--- src/hdl/spc_pkg.sv ---
// spc_pkg: shared constants and types for the sleep/idle power controller
package spc_pkg;

  // power-save instruction operand encoding
  localparam logic       SPC_MODE_SLEEP   = 1'h0;
  localparam logic       SPC_MODE_IDLE    = 1'h1;

  // wake restart delay, in system clocks (2 to 4 allowed)
  localparam int         SPC_RESUME_CYC   = 3;
  localparam logic [2:0] SPC_RESUME_LAST  = 3'(SPC_RESUME_CYC - 1);
  localparam logic [2:0] SPC_CNT_ZERO     = 3'h0;
  localparam logic [2:0] SPC_CNT_ONE      = 3'h1;

  // reset values of configuration state
  localparam logic       SPC_REG_STBY_RST = 1'h0;
  localparam logic       SPC_LPWR_RST     = 1'h0;
  localparam logic       SPC_CLKSEL_RST   = 1'h0;

  // index of the stop-in-idle bit in the first timer control word
  localparam int         SPC_TMR_STOP_IN_IDLE_POS = 13;
  localparam int         SPC_NPER         = 8;

  typedef enum logic [2:0] {
    SPC_RUN    = 3'h0,
    SPC_ENTER  = 3'h1,
    SPC_SLEEP  = 3'h2,
    SPC_IDLE   = 3'h3,
    SPC_RESUME = 3'h4
  } spc_state_t;

endpackage : spc_pkg

--- src/hdl/spc_sync2.sv ---
// spc_sync2: two-flop synchroniser for asynchronous inputs
`timescale 1ns/100ps
module spc_sync2 (
  // clock and reset
  input  wire logic clk_sys_i,
  input  wire logic rst_i,
  // data
  input  wire logic d_i,
  output logic      q_o
);
  logic meta_reg;

  always_ff @(posedge clk_sys_i or posedge rst_i) begin
    if (rst_i) begin
      meta_reg <= 1'h0;
      q_o      <= 1'h0;
    end else begin
      meta_reg <= d_i;
      q_o      <= meta_reg;
    end
  end
endmodule : spc_sync2

--- src/hdl/spc_periph_gate.sv ---
// spc_periph_gate: run enable for one peripheral in sleep/idle
`timescale 1ns/100ps
module spc_periph_gate (
  // clock and reset
  input  wire logic clk_sys_i,
  input  wire logic rst_i,
  // mode
  input  wire logic in_sleep_i,
  input  wire logic in_idle_i,
  // peripheral configuration
  input  wire logic stop_in_idle_i,
  input  wire logic ext_clocked_i,
  // result
  output logic      run_o
);
  wire run_next = in_sleep_i ? ext_clocked_i : !(in_idle_i && stop_in_idle_i);

  always_ff @(posedge clk_sys_i or posedge rst_i) begin
    if (rst_i) run_o <= 1'h1;
    else       run_o <= run_next;
  end
endmodule : spc_periph_gate

--- src/hdl/spc_ctrl.sv ---
// spc_ctrl: sleep/idle power-save sequencer
//
// How it works
// - sleep stops the system clock and turns off the on-chip oscillator.
// - fail-safe clock monitor is held off throughout sleep.
// - low-power rc clock runs in sleep when watchdog is enabled.
// - watchdog count cleared just before sleep entry when enabled.
// - system-clocked peripherals stop in sleep; externally clocked ones continue.
// - sleep ends on enabled interrupt, any reset, or watchdog time-out.
// - after sleep, the clock source selected at entry is restored.
// - standby select clear puts regulators in standby in sleep; low-power enable selects.
// - idle halts the processor, clock runs, peripherals continue unless disabled.
// - watchdog count cleared on idle entry.
// - low-power rc clock runs in idle if watchdog or clock monitor enabled.
// - idle ends on enabled interrupt, any reset, or watchdog time-out.
// - on idle wake, processor clock returns; execution resumes after a few cycles.
// - each peripheral has a stop-in-idle bit; timer bit is control bit 13.
// - interrupt during power-save instruction is held and wakes after entry.
`timescale 1ns/100ps
module spc_ctrl
  import spc_pkg::*;
(
  // clock and reset
  input  wire logic                    clk_sys_i,
  input  wire logic                    rst_i,
  // processor core request
  input  wire logic                    pwrsave_req_i,
  input  wire logic                    pwrsave_mode_i,
  output logic                         cpu_run_o,
  output logic                         resume_pulse_o,
  // wake sources
  input  wire logic                    irq_pending_i,
  input  wire logic                    wdt_timeout_i,
  input  wire logic                    ext_wake_async_i,
  // configuration
  input  wire logic                    watchdog_timer_en_i,
  input  wire logic                    fail_safe_clock_monitor_en_i,
  input  wire logic                    regulator_standby_select_i,
  input  wire logic                    low_power_regulator_enable_i,
  input  wire logic                    clk_src_sel_i,
  input  wire logic [15:0]             first_timer_control_i,
  input  wire logic [SPC_NPER-1:0]     periph_stop_in_idle_i,
  input  wire logic [SPC_NPER-1:0]     periph_ext_clocked_i,
  // clock and power controls
  output logic                         sys_clk_run_o,
  output logic                         osc_en_o,
  output logic                         clk_src_o,
  output logic                         fail_safe_clock_monitor_active_o,
  output logic                         low_power_rc_clock_en_o,
  output logic                         watchdog_timer_clear_o,
  output logic                         regulator_standby_o,
  output logic                         regulator_low_power_o,
  output logic [SPC_NPER-1:0]          periph_run_o,
  output logic                         first_timer_run_o,
  // status
  output logic                         in_sleep_o,
  output logic                         in_idle_o
);

  ////////////////////////////////////////////////////////////////////////////
  // state
  spc_state_t  state_reg, state_next;
  logic        mode_reg;
  logic        clk_src_reg;
  logic        held_irq_reg;
  logic [2:0]  cnt_reg;
  logic        ext_wake_s;

  spc_sync2 u_wake_sync (
    .clk_sys_i (clk_sys_i),
    .rst_i     (rst_i),
    .d_i       (ext_wake_async_i),
    .q_o       (ext_wake_s)
  );

  ////////////////////////////////////////////////////////////////////////////
  // decode
  wire is_sleep   = (state_reg == SPC_SLEEP);
  wire is_idle    = (state_reg == SPC_IDLE);
  wire is_enter   = (state_reg == SPC_ENTER);
  wire low_pwr    = is_sleep || is_idle;
  // any wake source; held interrupt keeps one that hit during entry
  wire wake_any   = irq_pending_i || held_irq_reg || wdt_timeout_i || ext_wake_s;
  wire req_take   = (state_reg == SPC_RUN) && pwrsave_req_i;
  wire resume_end = (state_reg == SPC_RESUME) && (cnt_reg == SPC_CNT_ZERO);
  // gating follows the state being entered, so nothing lags the status flags by a cycle
  wire go_sleep   = (state_next == SPC_SLEEP);
  wire go_idle    = (state_next == SPC_IDLE);

  always_comb begin
    state_next = state_reg;
    unique case (state_reg)
      SPC_RUN:    if (pwrsave_req_i) state_next = SPC_ENTER;
      SPC_ENTER:  state_next = (mode_reg == SPC_MODE_SLEEP) ? SPC_SLEEP : SPC_IDLE;
      SPC_SLEEP:  if (wake_any) state_next = SPC_RESUME;
      SPC_IDLE:   if (wake_any) state_next = SPC_RESUME;
      SPC_RESUME: if (cnt_reg == SPC_CNT_ZERO) state_next = SPC_RUN;
      default:    state_next = SPC_RUN;
    endcase
  end

  ////////////////////////////////////////////////////////////////////////////
  // registers; reset is itself a wake, returning to run
  always_ff @(posedge clk_sys_i or posedge rst_i) begin
    if (rst_i) state_reg <= SPC_RUN;
    else       state_reg <= state_next;
  end

  always_ff @(posedge clk_sys_i or posedge rst_i) begin
    if (rst_i)         mode_reg <= SPC_MODE_SLEEP;
    else if (req_take) mode_reg <= pwrsave_mode_i;
  end

  // clock source captured at entry and restored on wake
  always_ff @(posedge clk_sys_i or posedge rst_i) begin
    if (rst_i)         clk_src_reg <= SPC_CLKSEL_RST;
    else if (req_take) clk_src_reg <= clk_src_sel_i;
  end

  // interrupt arriving during entry is held until low-power state reached
  always_ff @(posedge clk_sys_i or posedge rst_i) begin
    if (rst_i)                             held_irq_reg <= 1'h0;
    else if ((req_take || is_enter) && irq_pending_i) held_irq_reg <= 1'h1;
    else if (low_pwr)                      held_irq_reg <= 1'h0;
  end

  always_ff @(posedge clk_sys_i or posedge rst_i) begin
    if (rst_i)                        cnt_reg <= SPC_CNT_ZERO;
    else if (low_pwr && wake_any)     cnt_reg <= SPC_RESUME_LAST;
    else if (cnt_reg != SPC_CNT_ZERO) cnt_reg <= cnt_reg - SPC_CNT_ONE;
  end

  ////////////////////////////////////////////////////////////////////////////
  // peripheral gating
  for (genvar i = 0; i < SPC_NPER; i++) begin : g_per
    spc_periph_gate u_gate (
      .clk_sys_i      (clk_sys_i),
      .rst_i          (rst_i),
      .in_sleep_i     (go_sleep),
      .in_idle_i      (go_idle),
      .stop_in_idle_i (periph_stop_in_idle_i[i]),
      .ext_clocked_i  (periph_ext_clocked_i[i]),
      .run_o          (periph_run_o[i])
    );
  end

  spc_periph_gate u_tmr_gate (
    .clk_sys_i      (clk_sys_i),
    .rst_i          (rst_i),
    .in_sleep_i     (go_sleep),
    .in_idle_i      (go_idle),
    .stop_in_idle_i (first_timer_control_i[SPC_TMR_STOP_IN_IDLE_POS]),
    .ext_clocked_i  (1'h1),
    .run_o          (first_timer_run_o)
  );

  ////////////////////////////////////////////////////////////////////////////
  // outputs
  wire low_power_rc_clock_next = go_sleep ? watchdog_timer_en_i
                 : go_idle  ? (watchdog_timer_en_i || fail_safe_clock_monitor_en_i)
                 : 1'h1;
  // clear pulse decoded on the entry cycle only, registered to land in the first cycle of the state
  wire wdt_clr_next = (state_next == SPC_SLEEP && watchdog_timer_en_i)
                   || (state_next == SPC_IDLE);

  always_ff @(posedge clk_sys_i or posedge rst_i) begin
    if (rst_i) begin
      sys_clk_run_o           <= 1'h1;
      osc_en_o                <= 1'h1;
      clk_src_o               <= SPC_CLKSEL_RST;
      fail_safe_clock_monitor_active_o           <= 1'h0;
      low_power_rc_clock_en_o <= 1'h1;
      watchdog_timer_clear_o  <= 1'h0;
      regulator_standby_o     <= SPC_REG_STBY_RST;
      regulator_low_power_o   <= SPC_LPWR_RST;
      cpu_run_o               <= 1'h1;
      resume_pulse_o          <= 1'h0;
      in_sleep_o              <= 1'h0;
      in_idle_o               <= 1'h0;
    end else begin
      sys_clk_run_o           <= (state_next != SPC_SLEEP);
      osc_en_o                <= (state_next != SPC_SLEEP);
      clk_src_o               <= (state_next == SPC_RUN) ? clk_src_sel_i : clk_src_reg;
      fail_safe_clock_monitor_active_o           <= fail_safe_clock_monitor_en_i && !go_sleep;
      low_power_rc_clock_en_o <= low_power_rc_clock_next;
      watchdog_timer_clear_o  <= wdt_clr_next && is_enter;
      regulator_standby_o     <= go_sleep && !regulator_standby_select_i;
      regulator_low_power_o   <= low_power_regulator_enable_i;
      cpu_run_o               <= (state_next == SPC_RUN);
      resume_pulse_o          <= resume_end;
      in_sleep_o              <= (state_next == SPC_SLEEP);
      in_idle_o               <= (state_next == SPC_IDLE);
    end
  end

endmodule : spc_ctrl

--- config.mk ---
export PLATFORM = sky130hd
export DESIGN_NAME = spc_ctrl
export DESIGN_NICKNAME = d
export VERILOG_FILES = /design/src/hdl/spc_pkg.sv /design/src/hdl/spc_sync2.sv /design/src/hdl/spc_periph_gate.sv /design/src/hdl/spc_ctrl.sv
export SDC_FILE = /design/constraint.sdc
export NUM_CORES = 1
export LEC_CHECK = 0
export BUFFER_PORTS_ARGS = -buffer_cell sky130_fd_sc_hd__clkbuf_2
export CORE_MARGIN = 1.5
export CORE_UTILIZATION = 25
export DETAILED_ROUTE_END_ITERATION = 8
export SLEW_MARGIN = 20
export SYNTH_ARGS = -nofsm -noshare
export SYNTH_HDL_FRONTEND = slang
export SYNTH_SLANG_ARGS = --single-unit
export TNS_END_PERCENT = 20
--- constraint.sdc ---
create_clock -name clk_sys_i -period 1.9 [get_ports clk_sys_i]
set_clock_uncertainty 0.05 [all_clocks]
set_input_delay 0.285 -clock clk_sys_i [delete_from_list [all_inputs] [get_ports clk_sys_i]]
set_output_delay 0.285 -clock clk_sys_i [all_outputs]
set_load 0.03 [all_outputs]
==> impl_metrics.py <==
metrics = {
    "logic_synthesis": {
        "syn_avg_cell_area_sq_um": 12.4,
        "synth_edf_count": 0,
        "synthArstFlopShare_pct": 100,
        "synth.cell_area_sq_um": 1320,
        "synth_ff_type": "dfrtp_1",
        "synth_most_common_cell": "dfrtp_1",
        "ys.warnings.count": 0,
        "syn_nets": 153,
        "synthTopCellsByArea": "dfrtp_1 36%, dfstp_2 24%, a2bb2oi_1 5.3%",
        "synth_top_area_share_pct": 36.0,
        "ys_top_cells_by_count": "19 x dfrtp_1, 12 x dfstp_2, 11 x nor2_1",
        "synthDistinctLibCells": 33,
        "ys_seq_area_share_pct": 59.8,
        "yosysTopAreaCell": "dfrtp_1",
        "synth_cells": 107,
        "synth-seq-cells": 31,
    },
    "setup_path": {
        "critPathArrivalTime_ns": 1.91,
        "cp.required_ns": 2.02,
        "cp_max_fo": 12,
        "critical_path.cell_chain": "or4_4 -> o31a_1 -> and2_1",
        "crit_type": "flop to flop",
        "cp-end-kind": "flop",
        "cp-start-kind": "flop",
        "reg2reg_depth": 3,
        "r2r_slack_ns": 0.11,
        "critPathSlowestCell": "or4_4",
        "critical-path-max-stage-delay_ns": 0.56,
    },
    "floorplan": {
        "floorplan.rows": 26,
        "die_area_sq_um": 5740,
        "die_h_um": 75.7,
        "initial_core_util_pct": 25.9,
        "fp.coreArea_sq_um": 5110,
        "io_pins": 65,
        "dieWidth_um": 75.7,
    },
    "sta": {
        "fmax_mhz": 558,
        "setup_violations": 0,
        "min_period_over_period_pct": 94.4,
        "rsz0062_at_grt": "false",
        "slew_viol_final": 0,
        "max-slew-margin-rel_pct": 61.3,
        "tightest_slew_ns": 0.572,
        "fin_crit_ns": 1.79,
        "hold_violations": 0,
        "tns_ns": 0,
    },
    "cts": {
        "ctsHtreeMaxLevel": 2,
        "clock_sinks": 31,
        "clock_path_buffers": 2,
        "postCtsHoldBufs": 0,
        "cts-root-buf": "clkbuf_8",
        "cts_buffers": 5,
        "cts_tree": "yes",
        "post_cts_buffers": 0,
        "insertion_delay_ns": 0.28,
        "clk_pin_slew_worst_paths_ns": 0.06,
        "postCtsResizedCells": 0,
    },
    "finish": {
        "final_core_util_pct": 33.0,
        "num-nets-final": 199,
        "syn_to_final_growth_pct": 27.5,
        "n_antenna_cell": 0,
        "layout-drive-gt1-share_pct": 50.6,
        "largest_register_ffs": 8,
    },
    "global_routing": {
        "antenna_found_initial": 0,
        "grt_pass1_vias": 951,
        "grtUsageMet3_pct": 3.84,
        "grt_max_degree": 32,
        "grt_pass1_wl_um": 4050,
        "use_met2_pct": 16.3,
        "met1_usage_pct": 10.0,
        "grt_remaining_overflow": 0,
        "busiest_layer": "met2",
        "track_usage_pct": 9.75,
    },
    "routing": {
        "drc": 0,
        "antenna_left": 0,
        "drt_iter0_markers": 17,
        "firstDrtPassIters": 4,
        "finalWirelength_um": 2640,
        "viasPerCell": 4.29,
        "routedWlPerCell_um": 11.8,
        "vias": 961,
    },
    "placement": {
        "dp_hpwl_um": 1910,
        "io_buffers": 49,
        "globalplace.congestion": 0.704,
    },
    "power_and_ir_drop": {
        "p_per_area_nw_per_um2": 1640,
        "p_leak_uw": 0.000815,
        "ir_drop_mv": 0.383,
    },
    "run_status": {
        "run_status": "finished, final reports clean",
    },
    "job": {
        "maxCapViolCount": 0,
    },
    "min_path": {
        "hold_class": "primary input to async pin",
    },
}
[power by group]
part | internal [uW] | switching (uW)
registers | 949 | 159
clock network | 291 | 229
logic | 453 | 684
total | 1690 | 1070
[cell type report]
cell class | instances | area (sq um)
timing repair buffer | 54 | 283
inverter | 5 | 18.8
multi-input combinational | 56 | 415
tap | 70 | 87.6
clock buffer | 7 | 86.3
fill | 529 | 3420
clock inverter | 1 | 5.00
sequential | 31 | 791
[logic make-up (layout without fill, tap and decap cells)]
family / after synthesis / in the layout / synth area share, %
compound gates: 19 / 19 / 12.3
xor+xnor: 1 / 1 / 0.662
fa+ha+maj: 2 / 2 / 1.89
buf+inv: 20 / 67 / 8.80
flops: 31 / 31 / 59.8
mux: 5 / 5 / 4.07
simple gates: 29 / 29 / 12.5
[layer usage]
layer  share of wire (%)  vias up
met5                   0        -
met4                 3.0        0
met3                 9.8       10
met2                  44       47
met1                  43      450
li1                    -      454
[worst max-delay path: cells and delay by family (launching register included)]
kind / cells / cell delay (ns)
simple gates: 2 / 0.78
compound gates: 1 / 0.46
flops: 1 / 0.39
[stage by stage]
stage	worst slack [ns]	instances	instance area (sq um)	power (uW)	hold slack [ns]
final	0.107	224	1690	2770	0.00503
after global routing	0.0323	224	1690	2970	0.0474
after CTS	0.0870	224	1690	2820	0.0129
after detailed placement	0.0663	216	1600	2270	0.287
after global placement	0.0642	216	1600	2240	0.283
after floorplan	0.280	107	1320	2020	0.266
[placed cells by master (no fill, tap or decap), types with 2 or more instances in the layout]
cell / n
a21oi_1: 2
a2bb2oi_1: 8
buf_4: 5
clkbuf_2: 49
clkbuf_8: 6
dfrtp_1: 19
dfstp_2: 12
ha_1: 2
inv_1: 5
mux2_2: 3
mux2i_1: 2
nand2_1: 2
nor2_1: 11
nor3_1: 4
nor3b_1: 2
nor4b_1: 2
o21a_1: 2
[final timing paths]
check                                          startpoint                                         end
setup reg to reg                 held_irq_reg$_DFFE_PP0P_  fail_safe_clock_monitor_active_o$_DFF_PP0_
hold reg to reg            u_wake_sync.meta_reg$_DFF_PP0_                   u_wake_sync.q_o$_DFF_PP0_
setup / recovery                 held_irq_reg$_DFFE_PP0P_  fail_safe_clock_monitor_active_o$_DFF_PP0_
min in group clk_sys_i                   ext_wake_async_i              u_wake_sync.meta_reg$_DFF_PP0_
max in group asynchronous                           rst_i             g_per[2].u_gate.run_o$_DFF_PP1_
hold / removal                                      rst_i                    resume_pulse_o$_DFF_PP0_
(Power assumes the default switching activity.)
